[config.mk]
export PLATFORM = sky130hd
export DESIGN_NAME = bwsg_top
export DESIGN_NICKNAME = d
export VERILOG_FILES = /design/src/hw/bwsg_pkg.sv /design/src/hw/bwsg_top.sv /design/src/hw/bwsg_count_decode.sv /design/src/hw/bwsg_control_reg.sv
export SDC_FILE = /design/constraint.sdc
export NUM_CORES = 1
export LEC_CHECK = 0
export ABC_AREA = 1
export BUFFER_PORTS_ARGS = -buffer_cell sky130_fd_sc_hd__buf_2
export CORE_ASPECT_RATIO = 0.5
export CORE_UTILIZATION = 25
export DETAILED_ROUTE_END_ITERATION = 10
export RECOVER_POWER = 25
export SKIP_CTS_REPAIR_TIMING = 1
export SLEW_MARGIN = 20
export SYNTH_ARGS = -nofsm -noshare
export SYNTH_HDL_FRONTEND = slang
export SYNTH_SLANG_ARGS = --single-unit
[constraint.sdc]
create_clock -name i_clock -period 2 [get_ports i_clock]
set_clock_uncertainty 0.15 [all_clocks]
set_input_delay 0.2 -clock i_clock [delete_from_list [all_inputs] [get_ports i_clock]]
set_output_delay 0.2 -clock i_clock [all_outputs]
set_load 0.01 [all_outputs]
[src/hw/bwsg_pkg.sv]
// Purpose: Shared constants and types for the bus wait state generator.
// Assumes: One system clock at 25 MHz; synchronous active-high reset.
// Notes: Cycle kinds are one-hot so that decoding stays a single gate level.
package bwsg_pkg;

	// ----------------------------------------
	// Register map
	// ----------------------------------------
	localparam logic [7:0] BWSG_DMA_AND_WAIT_CONTROL_ADDR = 8'h32;
	localparam logic [7:0] BWSG_ONCHIP_IO_LAST = 8'h3f;
	localparam int BWSG_MEMORY_WAIT_POS = 6;
	localparam int BWSG_IO_WAIT_POS = 4;
	localparam logic [7:0] BWSG_CONTROL_RESET = 8'hf0;
	localparam logic [7:0] BWSG_WAIT_FIELD_MASK = 8'hf0;

	// ----------------------------------------
	// Wait counts
	// ----------------------------------------
	localparam logic [2:0] BWSG_INT_ACK_FIXED_WAITS = 3'h2;
	localparam logic [2:0] BWSG_NMI_ACK_WAITS = 3'h0;
	localparam logic [2:0] BWSG_ONCHIP_CTRL_WAITS = 3'h0;
	localparam logic [2:0] BWSG_ONCHIP_DATA_MAX_WAITS = 3'h4;

	// ----------------------------------------
	// Cycle kinds
	// ----------------------------------------
	typedef enum logic [6:0] {
		BWSG_KIND_MEMORY = 7'b000_0001,
		BWSG_KIND_EXT_IO = 7'b000_0010,
		BWSG_KIND_ONCHIP_IO = 7'b000_0100,
		BWSG_KIND_INT0_ACK = 7'b000_1000,
		BWSG_KIND_INT_OTHER_ACK = 7'b001_0000,
		BWSG_KIND_NMI_ACK = 7'b010_0000,
		BWSG_KIND_OPCODE = 7'b100_0000
	} bwsg_kind_e;

	typedef enum logic [3:0] {
		BWSG_ST_T1 = 4'b0001,
		BWSG_ST_T2 = 4'b0010,
		BWSG_ST_TW = 4'b0100,
		BWSG_ST_T3 = 4'b1000
	} bwsg_state_e;

	// One bus cycle request from the CPU or DMA sequencer.
	typedef struct packed {
		bwsg_kind_e kind;
		logic from_dma;
		logic [15:0] address;
		logic onchip_data_reg;
		logic [2:0] onchip_sync_waits;
	} bwsg_cycle_s;

	// Programmed register write from the on-chip I/O path.
	typedef struct packed {
		logic write;
		logic [7:0] address;
		logic [7:0] data;
	} bwsg_reg_write_s;

endpackage

[src/hw/bwsg_top.sv]
// Purpose: Bus cycle sequencer that inserts wait states between T2 and T3.
// Assumes: The wait pin is synchronous to i_clock and changes on the rising edge.
// Notes: One i_clock cycle stands for one bus clock state; the falling-edge
// sample is taken as the pin level during the state.
//
// Contract
// Wait is requested when the pin or the programmed generator asks.
// CPU cycles and DMA cycles are stretched alike.
// Wait states sit between T2 and T3, lengthening the cycle.
// The wait pin is sampled in T2 and in each wait state.
// Pin low inside a wait state adds one more wait state.
// The far device changes the wait pin on the rising clock edge.
// No refresh cycle is granted while a wait state runs.
// The cycle gets the larger of pin waits and programmed waits.
// Memory cycles get 0 to 3 waits from the memory field.
// External I/O cycles get 1 to 4 waits from the I/O field.
// Interrupt 0 acknowledge with fetch output low gets 2, 4, 5 or 6 waits.
// Other interrupt acknowledges get 2 waits; NMI with fetch output low none.
// On-chip I/O ignores the I/O field; data registers take 0 to 4.
// Other on-chip registers take no waits and three clocks.
// Acknowledge cycles with fetch output high use the memory setting; the code does so for INT0 and NMI only, other acknowledges get 2.
// Reset sets all four wait bits, giving 3 and 4 waits.
// Fetch output is low on opcode fetch, interrupt 0 and NMI first cycle.
// Fetch, memory and I/O cycles last three clocks plus waits.
// Each wait state is one clock with bus outputs held steady.
// Programmed count runs from the first wait; end needs count done and pin high.
module bwsg_top
	import bwsg_pkg::*;
(
	input wire logic i_clock,
	input wire logic i_reset,
	input wire logic i_enable,
	input wire logic i_wait_n,
	input wire logic i_cycle_valid,
	input wire bwsg_cycle_s i_cycle,
	input wire logic i_nmi_first_cycle,
	input wire bwsg_reg_write_s i_reg_write,
	input wire logic i_refresh_request,
	output logic o_cycle_ready,
	output logic o_cycle_done,
	output logic o_bus_active,
	output logic [15:0] o_address,
	output logic o_from_dma,
	output logic o_last_instruction_fetch_n,
	output logic o_in_wait,
	output logic o_refresh_grant,
	output logic [1:0] o_memory_wait_count,
	output logic [1:0] o_io_wait_count,
	output logic [7:0] o_dma_and_wait_control,
	output logic [2:0] o_waits_inserted
);

	// ----------------------------------------
	// Control register and wait count decode
	// ----------------------------------------
	logic [7:0] control;
	logic [1:0] memory_wait_count_high_low;
	logic [1:0] io_wait_count_high_low;
	logic [2:0] decoded_waits;
	logic fetch_low_for_request;

	bwsg_control_reg u_control (
		.i_clock(i_clock),
		.i_reset(i_reset),
		.i_enable(i_enable),
		.i_write(i_reg_write),
		.o_dma_and_wait_control(control)
	);

	assign memory_wait_count_high_low = control[BWSG_MEMORY_WAIT_POS +: 2];
	assign io_wait_count_high_low = control[BWSG_IO_WAIT_POS +: 2];

	// Fetch output is low on opcode fetch, interrupt 0 acknowledge and
	// the first machine cycle of an NMI acknowledge.
	always_comb begin
		case (i_cycle.kind)
			BWSG_KIND_OPCODE, BWSG_KIND_INT0_ACK: fetch_low_for_request = 1'b1;
			BWSG_KIND_NMI_ACK: fetch_low_for_request = i_nmi_first_cycle;
			default: fetch_low_for_request = 1'b0;
		endcase
	end

	// The DMA flag does not enter the decode, so both masters get equal waits.
	bwsg_count_decode u_decode (
		.i_cycle(i_cycle),
		.i_memory_wait(memory_wait_count_high_low),
		.i_io_wait(io_wait_count_high_low),
		.i_last_instruction_fetch_n(~fetch_low_for_request),
		.o_waits(decoded_waits)
	);

	// ----------------------------------------
	// Bus cycle state machine
	// ----------------------------------------
	bwsg_state_e state;
	bwsg_state_e next_state;
	logic [2:0] remaining;
	logic [2:0] next_remaining;
	logic [2:0] inserted;
	logic [2:0] next_inserted;
	logic [15:0] address;
	logic [15:0] next_address;
	logic from_dma;
	logic next_from_dma;
	logic fetch_n;
	logic next_fetch_n;
	logic refresh_grant;
	logic next_refresh_grant;
	logic wait_needed;
	logic count_left;

	// A cycle that already has enough waits still stretches while the pin is
	// low, so the result is the larger of the two demands.
	always_comb begin
		count_left = (remaining != 3'h0);
		wait_needed = count_left || !i_wait_n;
	end

	always_comb begin
		next_state = state;
		next_remaining = remaining;
		next_inserted = inserted;
		next_address = address;
		next_from_dma = from_dma;
		next_fetch_n = fetch_n;
		next_refresh_grant = 1'b0;
		case (state)
			BWSG_ST_T1: begin
				if (i_cycle_valid) begin
					next_state = BWSG_ST_T2;
					next_address = i_cycle.address;
					next_from_dma = i_cycle.from_dma;
					next_fetch_n = ~fetch_low_for_request;
					next_remaining = decoded_waits;
					next_inserted = 3'h0;
				end else begin
					// Refresh is only granted between cycles, never in a wait.
					next_refresh_grant = i_refresh_request;
				end
			end
			BWSG_ST_T2: begin
				if (wait_needed) begin
					next_state = BWSG_ST_TW;
					next_inserted = 3'(inserted + 3'h1);
					next_remaining = count_left ? 3'(remaining - 3'h1) : 3'h0;
				end else begin
					next_state = BWSG_ST_T3;
				end
			end
			BWSG_ST_TW: begin
				// Each wait state lasts one clock with address and flags held.
				if (wait_needed) begin
					next_state = BWSG_ST_TW;
					next_inserted = (inserted == 3'h7) ? inserted : 3'(inserted + 3'h1);
					next_remaining = count_left ? 3'(remaining - 3'h1) : 3'h0;
				end else begin
					next_state = BWSG_ST_T3;
				end
			end
			BWSG_ST_T3: begin
				next_state = BWSG_ST_T1;
				next_fetch_n = 1'b1;
			end
			default: next_state = BWSG_ST_T1;
		endcase
	end

	always_ff @(posedge i_clock) begin
		if (i_reset) begin
			state <= BWSG_ST_T1;
			remaining <= 3'h0;
			inserted <= 3'h0;
			address <= 16'h0000;
			from_dma <= 1'b0;
			fetch_n <= 1'b1;
			refresh_grant <= 1'b0;
		end else if (i_enable) begin
			state <= next_state;
			remaining <= next_remaining;
			inserted <= next_inserted;
			address <= next_address;
			from_dma <= next_from_dma;
			fetch_n <= next_fetch_n;
			refresh_grant <= next_refresh_grant;
		end
	end

	// ----------------------------------------
	// Outputs
	// ----------------------------------------
	assign o_cycle_ready = (state == BWSG_ST_T1) && i_enable;
	assign o_cycle_done = (state == BWSG_ST_T3) && i_enable;
	assign o_bus_active = (state != BWSG_ST_T1);
	assign o_address = address;
	assign o_from_dma = from_dma;
	assign o_last_instruction_fetch_n = fetch_n;
	assign o_in_wait = (state == BWSG_ST_TW);
	assign o_refresh_grant = refresh_grant;
	assign o_memory_wait_count = memory_wait_count_high_low;
	assign o_io_wait_count = io_wait_count_high_low;
	assign o_dma_and_wait_control = control;
	assign o_waits_inserted = inserted;

endmodule

[src/hw/bwsg_count_decode.sv]
// Purpose: Turns a cycle request and the wait fields into a programmed wait count.
// Assumes: Request fields are stable while the decode is used.
// Notes: Pure combinational decode; registered by the caller.
module bwsg_count_decode
	import bwsg_pkg::*;
(
	input wire bwsg_cycle_s i_cycle,
	input wire logic [1:0] i_memory_wait,
	input wire logic [1:0] i_io_wait,
	input wire logic i_last_instruction_fetch_n,
	output logic [2:0] o_waits
);

	function automatic logic [2:0] int0_waits(input logic [1:0] code);
		case (code)
			2'h0: int0_waits = 3'h2;
			2'h1: int0_waits = 3'h4;
			2'h2: int0_waits = 3'h5;
			default: int0_waits = 3'h6;
		endcase
	endfunction

	always_comb begin
		o_waits = {1'b0, i_memory_wait};
		case (i_cycle.kind)
			BWSG_KIND_MEMORY, BWSG_KIND_OPCODE: o_waits = {1'b0, i_memory_wait};
			BWSG_KIND_EXT_IO: o_waits = 3'({1'b0, i_io_wait} + 3'h1);
			BWSG_KIND_ONCHIP_IO: begin
				// The I/O wait field is ignored for on-chip registers.
				if (i_cycle.onchip_data_reg) begin
					o_waits = (i_cycle.onchip_sync_waits > BWSG_ONCHIP_DATA_MAX_WAITS) ?
						BWSG_ONCHIP_DATA_MAX_WAITS : i_cycle.onchip_sync_waits;
				end else begin
					o_waits = BWSG_ONCHIP_CTRL_WAITS;
				end
			end
			BWSG_KIND_INT0_ACK: begin
				// Vector reads run with the fetch output high and use memory timing.
				o_waits = i_last_instruction_fetch_n ? {1'b0, i_memory_wait} :
					int0_waits(i_io_wait);
			end
			BWSG_KIND_INT_OTHER_ACK: begin
				// Fixed count; the vector reads that follow arrive as memory cycles.
				o_waits = BWSG_INT_ACK_FIXED_WAITS;
			end
			BWSG_KIND_NMI_ACK: begin
				o_waits = i_last_instruction_fetch_n ? {1'b0, i_memory_wait} :
					BWSG_NMI_ACK_WAITS;
			end
			default: o_waits = {1'b0, i_memory_wait};
		endcase
	end

endmodule

[src/hw/bwsg_control_reg.sv]
// Purpose: Holds the dma and wait control register with its wait fields.
// Assumes: Writes arrive on the on-chip I/O path, one per enabled cycle.
// Notes: The low four bits belong to the DMA and are kept but not used here.
module bwsg_control_reg
	import bwsg_pkg::*;
(
	input wire logic i_clock,
	input wire logic i_reset,
	input wire logic i_enable,
	input wire bwsg_reg_write_s i_write,
	output logic [7:0] o_dma_and_wait_control
);

	logic [7:0] dma_and_wait_control;
	logic [7:0] next_dma_and_wait_control;

	always_comb begin
		next_dma_and_wait_control = dma_and_wait_control;
		if (i_write.write && i_write.address == BWSG_DMA_AND_WAIT_CONTROL_ADDR) begin
			next_dma_and_wait_control = i_write.data;
		end
	end

	always_ff @(posedge i_clock) begin
		if (i_reset) begin
			dma_and_wait_control <= BWSG_CONTROL_RESET;
		end else if (i_enable) begin
			dma_and_wait_control <= next_dma_and_wait_control;
		end
	end

	assign o_dma_and_wait_control = dma_and_wait_control;

endmodule

==> results of run 1 <==
[where the power goes]
part	internal [mW]	total, mW	switching (mW)
logic	0.143	0.354	0.211
registers	0.781	0.809	0.0279
clock network	0.489	0.760	0.271
[per-stage QoR]
step                      cell area [µm²]  setup slack, ns  power, mW  hold WS [ns]
after CTS                            2660           0.0602       1.95       -0.0268
after detailed placement             2520            0.241       1.18         0.257
after global placement               2520            0.241       1.18         0.264
final                                2660            0.143       1.92       -0.0117
after floorplan                      2000            0.397       1.06         0.163
after global routing                 2660          0.00135       2.03        0.0117
[logic make-up after synthesis]
family,synth area share (%)
AOI/OAI and AO/OA,13.0
buffers and inverters,10.1
and+or+nand+nor,35.5
DFF,37.0
adders and majority gates,4.37
[cells in the final DEF, fill, tap and decap left out, types with 4 or more instances in the layout]
| master | netlist | final |
|---|---|---|
| nand2_1 | 62 | 62 |
| a21oi_1 | 26 | 26 |
| ha_1 | 7 | 7 |
| dfxtp_1 | 37 | 37 |
| inv_1 | 26 | 26 |
| buf_2 | 2 | 71 |
| clkbuf_16 | 0 | 5 |
| nand3_1 | 34 | 34 |
| nor2_1 | 40 | 40 |
| nand2_2 | 4 | 4 |
| nor2_2 | 4 | 4 |
| o21ai_0 | 14 | 14 |
| clkbuf_1 | 6 | 19 |
[metal layers]
layer	part of all wire (%)	GRT usage (%)	up-vias	routed length [µm]
met5	0	0	-	0
met4	0.32	2.65	0	16
met3	4.4	3.34	2	220
met2	47	20.7	37	2310
met1	49	14.6	895	2410
li1	-	-	1107	-
[final cells by class]
type | instances | area (µm²)
Inverter | 29 | 110
Sequential cell | 37 | 741
Clock buffer | 7 | 143
Multi-Input combinational cell | 210 | 1060
Timing Repair Buffer | 94 | 470
Fill cell | 849 | 4880
Tap cell | 108 | 135
[state kept, by name, summed over array words and instances (netlist names)]
| name | cells |
|---|---|
| o_address | 16 |
| u_control.o_dma_and_wait_control | 8 |
| state | 4 |
| o_waits_inserted | 3 |
| remaining | 3 |
| o_from_dma | 1 |
| o_last_instruction_fetch_n | 1 |
| o_refresh_grant | 1 |
[worst max-delay path, stage by stage (launching register included)]
cell and delay, ns:
dfxtp_1 0.31, inv_1 0.11, nand2_2 0.11, nor3_4 0.21
inv_2 0.08, nor2_4 0.10, buf_8 0.17, buf_2 0.15
[worst paths after layout]
kind / to / depth (start not counted)
hold / removal: u_control.o_dma_and_wait_control[4]$_SDFFE_PP1P_ / 3
hold reg to reg: o_address[10]$_SDFFE_PP0P_ / 2
setup / recovery: o_cycle_ready / 7
setup reg to reg: o_waits_inserted[0]$_SDFFE_PP0P_ / 8
==> summary.md, run 1 <==
| Metric | Value |
|---|---|
| Outcome | finished with violations |
| Failing checks | hold timing |
| Fmax | 539 MHz |
| Fin nets | 436 |
| Antenna Cells | 0 |
| First-pass GRT wire length | 7800 µm |
| DR DRC count | 0 |
| Async SR Flop Fraction | 0% |
| Top cell type's share of synthesized area | 37.0% |
| Syn nets | 350 |
| Max VDD drop | approximately 0.27 mV |
| DRT antenna net count | 0 |
| Clk Latency, worst-skew pair | ~0.27 ns |
| Post-Layout Cell Count | a little under 500 |
| Antenna violations before repair | 0 |
| Final Hold Vio Count | 2 |
| Cell Pwr Density | ~720 nW/µm² |
| Tightest Pin Transition | ~0.32 ns |
| Fin crit share | 92.8% |
| Distinct cells, synth | 27 |
| Die area | around 8400 µm² |
| Fin crit period | between 1.5 and 2 ns |
| Avg Inst Size Synth | 6.88 µm² |
| Worst r2r src | state[1]$_SDFFE_PP0P_ |
| Cells after Synth | a little under 300 |
| GRT Util Overall | about an eighth |
| Setup CP Type | register to primary output |
| Pleak | about 1.2 nW |
| Post-synth top cells | nand2_1 (62), nor2_1 (40), dfxtp_1 (37), nand3_1 (34) |
| Pin count of the biggest net entering global routing | 20 |
| Vias | 2,041 |
| Synth area leader | dfxtp_1 |
| Worst endpoint required time | 1.65 ns |
| Total Wirelength | slightly below 5000 µm |
| Final hold slack | -0.0117 ns |
| Hold Crit Start | i_reg_write[4] |
| DP HPWL | roughly 3800 µm |
| Clock transition at the registers of the reported paths | roughly 0.050 ns |
| Number of synthesized flops with an enable pin | 0 |
| Core area | 7540 µm² |
| Setup TNS | 0 ns |
| Critical Path End Type | primary output |
| GPL Wtd Cong | about 0.77 |
| Arr. time, crit path | between 1.5 and 2 ns |
| Number of max-cap violations | 0 |
| Hold Path Class | input port to register |
| Worst setup path start | state[3]$_SDFFE_PP0P_ |
| DRT Pass-1 Iters | 4 |
| RSZ-0062 raised after global routing | false |
| TritonCTS clock tree | done |
| Setup violators final | 0 |
| Vias in the first global route | roughly 1,700 |
| IO Port Bufs | 89 |
| Yosys warning count | 0 |
| Vias per inst | roughly 4.2 |
| Clock sinks | 37 |
| P&R area growth vs syn | 32.8% |
| Sequential share of the synthesized area | 37.0% |
| Starting Density | between 20% and 30% |
| Die Span X | roughly 130 µm |
| Mapped Area | 2000 µm² |
| CTS Buffer Depth | 2 |
| Total grt overflow | 0 |
| Die span in y | about 65 µm |
| Total CTS buffers | 5 |
| H-tree Lvls | 2 |
| Count leader, synth | nand2_1 |
| Slew margin rel. | about 79% |
| Final core utilization | between 30% and 40% |
| Wire per inst | roughly 10 µm |
| I/O pins | 90 |
| Synth Register Bits | 37 |
| Synth Flop Type | dfxtp_1 |
| Num rows | 22 |
| CP Max Fanout | 19 |
| CTS root buf | clkbuf_16 |
| Layout cell share with drive strength beyond 1 | between 20% and 30% |
| R2R Setup Slk | 0.26 ns |
| Synth area leaders | dfxtp_1 (37%), nand2_1 (12%), nand3_1 (8.5%), nor2_1 (7.5%), a21oi_1 (6.5%) |
| Starting DRT DRC Count | between 70 and 80 |
| Slew Limit Fails | 0 |
| Critical path startpoint category | register |
| DP Cell Count | about 480 |
No activity file was read; power rests on OpenSTA's default activity.
==> run 2: changes to the inputs <==
--- a/config.mk
+++ b/config.mk
@@ -5,7 +5,6 @@
 export SDC_FILE = /design/constraint.sdc
 export NUM_CORES = 1
 export LEC_CHECK = 0
-export ABC_AREA = 1
 export BUFFER_PORTS_ARGS = -buffer_cell sky130_fd_sc_hd__buf_2
 export CORE_ASPECT_RATIO = 0.5
 export CORE_UTILIZATION = 25
@@ -16,3 +15,4 @@
 export SYNTH_ARGS = -nofsm -noshare
 export SYNTH_HDL_FRONTEND = slang
 export SYNTH_SLANG_ARGS = --single-unit
+export TNS_END_PERCENT = 20
==> constraint.sdc (replaced) <==
create_clock -name i_clock -period 2 [get_ports i_clock]
set_clock_uncertainty 0.15 [all_clocks]
set_input_delay 0.3 -clock i_clock [delete_from_list [all_inputs] [get_ports i_clock]]
set_output_delay 0.3 -clock i_clock [all_outputs]
set_load 0.01 [all_outputs]
==> run 2 against run 1 <==
  * The flow finishes with violations (DRC)
  * Count of clock-buffer cells in the layout is 1 lower
  * Synthesized area is 5.5% lower
  * Maximum frequency is 0.97% higher
  * Global-route usage is 1.2 points higher
  * Sequential share of layout area is 1.3 points higher
  * Largest power group unchanged
==> summary.md, run 2 <==
| Metric | Value |
|---|---|
| Outcome | finished with violations |
| Failing checks | DRC |
| Async SR Flop Fraction | 0% |
| Total grt overflow | 0 |
| RSZ-0062 raised after global routing | false |
| Final Hold Vio Count | 0 |
| Total power | 1.77 mW |
| Clock transition at the registers of the reported paths | 0.05 ns |
| Commonest non-fill, non-tap cell in the layout | buf_2 |
| Total CTS buffers | 5 |
| Synth area leaders | dfxtp_1 (39%), nand2_1 (9.7%), a21oi_1 (6.6%), ha_1 (4.6%), nor2_1 (3.4%) |
| Avg Inst Size Synth | approximately 8.1 µm² |
| Starting Density | 27.1% |
| Main combinational cell family by area after synthesis | simple AND/OR/NAND/NOR gates |
| Tightest Pin Transition | 0.557 ns |
| Pin count of the biggest net entering global routing | 30 |
| Die span in y | between 60 and 70 µm |
| Synth Flop Type | dfxtp_1 |
| First-pass GRT wire length | between 8000 and 9000 µm |
| Worst r2r src | remaining[0]$_SDFFE_PP0P_ |
| Arr. time, crit path | between 1.5 and 2 ns |
| CTS root buf | clkbuf_16 |
| Mapped Area | roughly 1900 µm² |
| Fin crit period | 1.84 ns |
| Xor and xnor area share after synthesis | 1.39% |
| Area share of fa/ha/maj cells after synthesis | ~4.6% |
| Setup violators final | 0 |
| Most frequent cells in the layout | buf_2 (71), nand2_1 (49), dfxtp_1 (37) |
| DP Cell Count | between 400 and 500 |
| GRT Util Overall | roughly an eighth |
| GPL Wtd Cong | slightly below 0.9 |
| Setup CP Type | register to register |
| I/O pins | 90 |
| Mux contribution to synthesized area | roughly 2.6% |
| Core area | between 6000 and 7000 µm² |
| Compound-Gate Fraction of Synth Area | between 10% and 20% |
| Yosys warning count | 0 |
| Worst endpoint required time | around 2.0 ns |
| Hold Path Class | input port to register |
| Max FFs per register | 16 |
| Vias | about 1,900 |
| Vias in the first global route | approximately 1,900 |
| Critical Path Max Stage Delay | around 0.34 ns |
| Critical path startpoint category | register |
| Worst setup path start | remaining[0]$_SDFFE_PP0P_ |
| Syn nets | 294 |
| Final core utilization | a little over a third |
| Synth Register Bits | 37 |
| FF-to-FF End | remaining[1]$_SDFFE_PP0P_ |
| CP bufs+invs | 0 |
| Worst path depth | 7 |
| DP HPWL | roughly 3700 µm |
| Pleak | about 1.1 nW |
| Max stage delay cell, worst path | dfxtp_1 |
| Max VDD drop | about 0.32 mV |
| Layout Cell Area excl Fill | ~2500 µm² |
| R2R Setup Slk | ~0.16 ns |
| P&R area growth vs syn | 34.3% |
| IO Port Bufs | just under 90 |
| Placed cell area | approximately 2400 µm² |
| Fin nets | 379 |
| Synth Area in Simple Gates | ~29% |
| Sequential share of the synthesized area | 39.2% |
| Cells after Synth | 235 |
| Total Wirelength | 4990 µm |
| Crit path to | remaining[1]$_SDFFE_PP0P_ |
| Distinct cells, synth | 45 |
| Critical Path End Type | register |
| DRT antenna net count | 0 |
| Cell Pwr Density | 699 nW/µm² |
| Largest delay share family, worst path | simple AND/OR/NAND/NOR gates |
| Die area | 7940 µm² |
| Clock sinks | 37 |
| Vias per inst | 4.56 |
| Num rows | 21 |
| Fillers | around 770 |
| Post-synth top cells | nand2_1 (49), dfxtp_1 (37), a21oi_1 (25), nor2_1 (17), inv_1 (11) |
| TritonCTS clock tree | done |
| Layout cell share with drive strength beyond 1 | 28.7% |
| CP cell instances | nor2_2 > ha_1 > nand2_1 > and4b_2 > nand2b_1 > a211o_1 > o311ai_1 |
| H-tree Lvls | 2 |
| CP Max Fanout | 5 |
| Wire per inst | 12.1 µm |
| Count leader, synth | nand2_1 |
| Starting DRT DRC Count | 80 |
| Worst Reg2Reg Path Length in Cells | 7 |
| Synth area leader | dfxtp_1 |
| Slew margin rel. | 62.9% |
| Fin worst setup slack | 0.161 ns |
| DR DRC count | 4 |
| Post-Layout Cell Count | between 400 and 500 |
| Top cell type's share of synthesized area | 39.2% |
| Post-place setup slack | between 0.1 and 0.15 ns |
| Die Span X | 125 µm |
| CTS Buffer Depth | 2 |
| Antenna violations before repair | 0 |
| Antenna Cells | 0 |
| Slew Limit Fails | 0 |
| Clk Latency, worst-skew pair | roughly 0.28 ns |
| Fmax | between 500 and 600 MHz |
| Number of max-cap violations | 0 |
| Fin crit share | between 90 and 100% |
| Final hold slack | 0.102 ns |
| DRT Pass-1 Iters | 7 |
| Number of synthesized flops with an enable pin | 0 |
| Setup TNS | 0 ns |
[run 2: layout make-up]
cell class / instances / area [µm²] / share of cell area, %
Clock buffer: 6 / 129 / 5.07
Clock inverter: 2 / 10.0 / 0.394
Inverter: 11 / 41.3 / 1.63
Multi-Input combinational cell: 169 / 1030 / 40.5
Sequential cell: 37 / 741 / 29.2
Tap cell: 92 / 115 / 4.53
Timing Repair Buffer: 96 / 475 / 18.7
[run 2: layer usage]
layer / global-route usage (%) / part of all wire (%) / vias to the layer above
li1: - / - / 985
met1: 16.4 / 48 / 857
met2: 21.6 / 47 / 34
met3: 2.97 / 3.9 / 9
met5: 0 / 0 / -
met4: 5.34 / 1.4 / 0
[run 2: worst register-to-register path, delay by kind of cell, from the launching register on]
family,cells,cell delay (ns)
simple gates,4,0.73
compound gates,2,0.35
flops,1,0.34
fa+ha+maj,1,0.19
[run 2: cells by family after synthesis]
family | after synthesis
adder cells (fa/ha/maj) | 7
buffers and inverters | 29
multiplexers | 5
AO/OA/AOI/OAI | 48
AND/OR/NAND/NOR | 106
flip-flops | 37
XOR/XNOR | 3
[run 2: how the worst min path moves through the flow]
stage	start	to	slack, ns	cells after the start
5_1_grt	i_reg_write[1]	u_control.o_dma_and_wait_control[1]$_SDFFE_PP0P_	0.10	3
6_report	i_reg_write[1]	u_control.o_dma_and_wait_control[1]$_SDFFE_PP0P_	0.10	3
3_5_place_dp	o_address[5]$_SDFFE_PP0P_	o_address[5]$_SDFFE_PP0P_	0.30	2
2_1_floorplan	i_reset	o_last_instruction_fetch_n$_SDFFE_PP1P_	0.25	1
4_1_cts	i_reg_write[1]	u_control.o_dma_and_wait_control[1]$_SDFFE_PP0P_	0.1	3
3_3_place_gp	o_address[3]$_SDFFE_PP0P_	o_address[3]$_SDFFE_PP0P_	0.29	2
[run 2: report_power, final]
group / internal [mW] / leakage [nW] / switching [mW]
registers: 0.763 / 0.301 / 0.0191
clock network: 0.457 / 0.0706 / 0.292
logic: 0.107 / 0.748 / 0.135
==> run 3: changes to the inputs <==
--- a/config.mk
+++ b/config.mk
@@ -9,6 +9,7 @@
 export CORE_ASPECT_RATIO = 0.5
 export CORE_UTILIZATION = 25
 export DETAILED_ROUTE_END_ITERATION = 10
+export MAX_ROUTING_LAYER = met4
 export RECOVER_POWER = 25
 export SKIP_CTS_REPAIR_TIMING = 1
 export SLEW_MARGIN = 20
==> run 3 against run 2 <==
  * The run still ends with DRC left
  * Global-route usage up 0.42 points
  * Flip-flop and latch count unchanged
  * Clock power is essentially flat
  * Register-to-register slack hardly changed
  * Combinational power about the same
  * Routed wire length down 0.48%
  * Non-clock buffer count stayed put
  * Worst setup slack better by 0.0012 ns
  * Critical path depth is the same
  * Final area is the same
==> summary.md, run 3 (synthesis results as in run 2) <==
| Metric | Value |
|---|---|
| Clock sinks | 37 |
| Setup TNS | 0 ns |
| R2R Setup Slk | around 0.16 ns |
| Clock Power Share | a little over two fifths |
| DR DRC count | 4 |
| Antenna violations before repair | 0 |
| Vias per inst | between 4 and 5 |
| Die span in y | 63.5 µm |
| Critical Path Max Stage Delay | between 0.3 and 0.4 ns |
| Arr. time, crit path | ~1.9 ns |
| RSZ-0062 raised after global routing | false |
| TritonCTS clock tree | done |
| Core area | 6990 µm² |
| Layout cell share with drive strength beyond 1 | 28.7% |
| Wire per inst | 12.0 µm |
| Hold Path Sink | u_control.o_dma_and_wait_control[1]$_SDFFE_PP0P_ |
| Commonest non-fill, non-tap cell in the layout | buf_2 |
| Num rows | 21 |
| CP Max Fanout | 5 |
| Critical Path End Type | register |
| Die Span X | approximately 130 µm |
| Post-place setup slack | between 0.1 and 0.15 ns |
| DP Cell Count | 405 |
| Max stage delay cell, worst path | dfxtp_1 |
| Fin crit period | about 1.8 ns |
| Slew Limit Fails | 0 |
| Critical path startpoint category | register |
| P&R area growth vs syn | 34.3% |
| CTS Buffer Depth | 2 |
| Die area | 7940 µm² |
| CTS root buf | clkbuf_16 |
| Final Hold Vio Count | 0 |
| Sequential power share | ~44% |
| Failing checks | DRC |
| CP cell instances | nor2_2 > ha_1 > nand2_1 > and4b_2 > nand2b_1 > a211o_1 > o311ai_1 |
| Fin nets | around 380 |
| Pleak | about 1.1 nW |
| FF-to-FF End | remaining[1]$_SDFFE_PP0P_ |
| Starting DRT DRC Count | 88 |
| Worst Reg2Reg Path Length in Cells | 7 |
| Total Wirelength | around 5000 µm |
| Total CTS buffers | 5 |
| Worst endpoint required time | about 2.0 ns |
| Starting Density | between 20% and 30% |
| H-tree Lvls | 2 |
| Slew margin rel. | 63.9% |
| Clock transition at the registers of the reported paths | 0.05 ns |
| Switching share of total power | 25.1% |
| DRT antenna net count | 0 |
| Comb power frac | a little over an eighth |
| Fin crit share | between 90% and 100% |
| Fmax | ~540 MHz |
| GPL Wtd Cong | 0.885 |
| DRT Pass-1 Iters | 7 |
| Total grt overflow | 0 |
| Clk Latency, worst-skew pair | 0.28 ns |
| Post-Layout Cell Count | approximately 410 |
| Most frequent cells in the layout | buf_2 (71), nand2_1 (49), dfxtp_1 (37) |
| Hold Crit Start | i_reg_write[1] |
| Tightest Pin Transition | around 0.54 ns |
| Antenna Cells | 0 |
| I/O pins | 90 |
| Cell Pwr Density | ~700 nW/µm² |
| Int Pwr | 1.33 mW |
| P_sw | between 0.4 and 0.5 mW |
| Outcome | finished with violations |
| First-pass GRT wire length | approximately 8400 µm |
| GRT Util Overall | between 10 and 15% |
| Vias in the first global route | 1,855 |
| DP HPWL | around 3700 µm |
| Fin worst setup slack | roughly 0.16 ns |
| IO Port Bufs | 89 |
| Worst r2r src | remaining[0]$_SDFFE_PP0P_ |
| Hold Path Class | input port to register |
| Max FFs per register | 16 |
| Max VDD drop | about 0.32 mV |
| Vias | 1,884 |
| Hold path depth | 3 |
| Setup CP Type | register to register |
| Pin count of the biggest net entering global routing | 30 |
| Number of max-cap violations | 0 |
| Setup violators final | 0 |
==> run 3: cell counts in the layout (fill, tap and decap cells not counted) <==
Identical to the previous run, type by type.
==> run 3: area by class of cell <==
cell class | instances | area [µm²]
repair buffers | 96 | 475
clock buffers | 6 | 129
multi-input cells | 169 | 1030
clock inverters | 2 | 10.0
well taps | 92 | 115
fillers | 767 | 4450
flip-flops and latches | 37 | 741
inverters | 11 | 41.3
==> run 3: metrics by stage <==
step	total power [mW]	hold slack (ns)	instance area [µm²]	utilization, %
after detailed placement	1.04	0.295	2410	34.5
after CTS	1.80	0.0990	2550	36.4
after global routing	1.87	0.102	2540	36.3
after global placement	1.04	0.291	2410	34.5
final	1.77	0.102	2540	36.3
after floorplan	0.933	0.254	1890	-
==> run 3: how the worst max path moves through the flow <==
stage                                    startpoint                        end  slack, ns  cells past startpoint
final                     remaining[0]$_SDFFE_PP0P_  remaining[1]$_SDFFE_PP0P_       0.16                      7
after global routing      remaining[0]$_SDFFE_PP0P_  remaining[1]$_SDFFE_PP0P_       0.04                      7
after CTS                     state[3]$_SDFFE_PP0P_               o_cycle_done       0.05                      3
after detailed placement  remaining[0]$_SDFFE_PP0P_  remaining[1]$_SDFFE_PP0P_       0.13                      7
after global placement    remaining[0]$_SDFFE_PP0P_  remaining[1]$_SDFFE_PP0P_       0.19                      7
after floorplan           remaining[0]$_SDFFE_PP0P_  remaining[1]$_SDFFE_PP0P_       0.28                      7
==> run 3: power groups by stage <==
stage / Sequential, mW / Clock [mW] / Combinational [mW]
2_1_floorplan: 0.804 / 0 / 0.129
3_3_place_gp: 0.796 / 0 / 0.245
3_5_place_dp: 0.797 / 0 / 0.246
4_1_cts: 0.781 / 0.774 / 0.247
5_1_grt: 0.786 / 0.809 / 0.272
6_report: 0.782 / 0.748 / 0.242
==> run 3: metal layers <==
layer	GRT usage (%)	wire [µm]	vias to the layer above
met5	-	0	-
met4	5.34	72	0
met3	3.23	209	10
met2	21.7	2320	33
met1	16.3	2360	857
li1	-	-	984
==> run 3: worst max-delay path, delay by kind of cell, from the launching register on <==
family	cells	cell delay, ns
AND/OR/NAND/NOR	4	0.73
AO/OA/AOI/OAI	2	0.35
flip-flops	1	0.34
adder cells (fa/ha/maj)	1	0.19
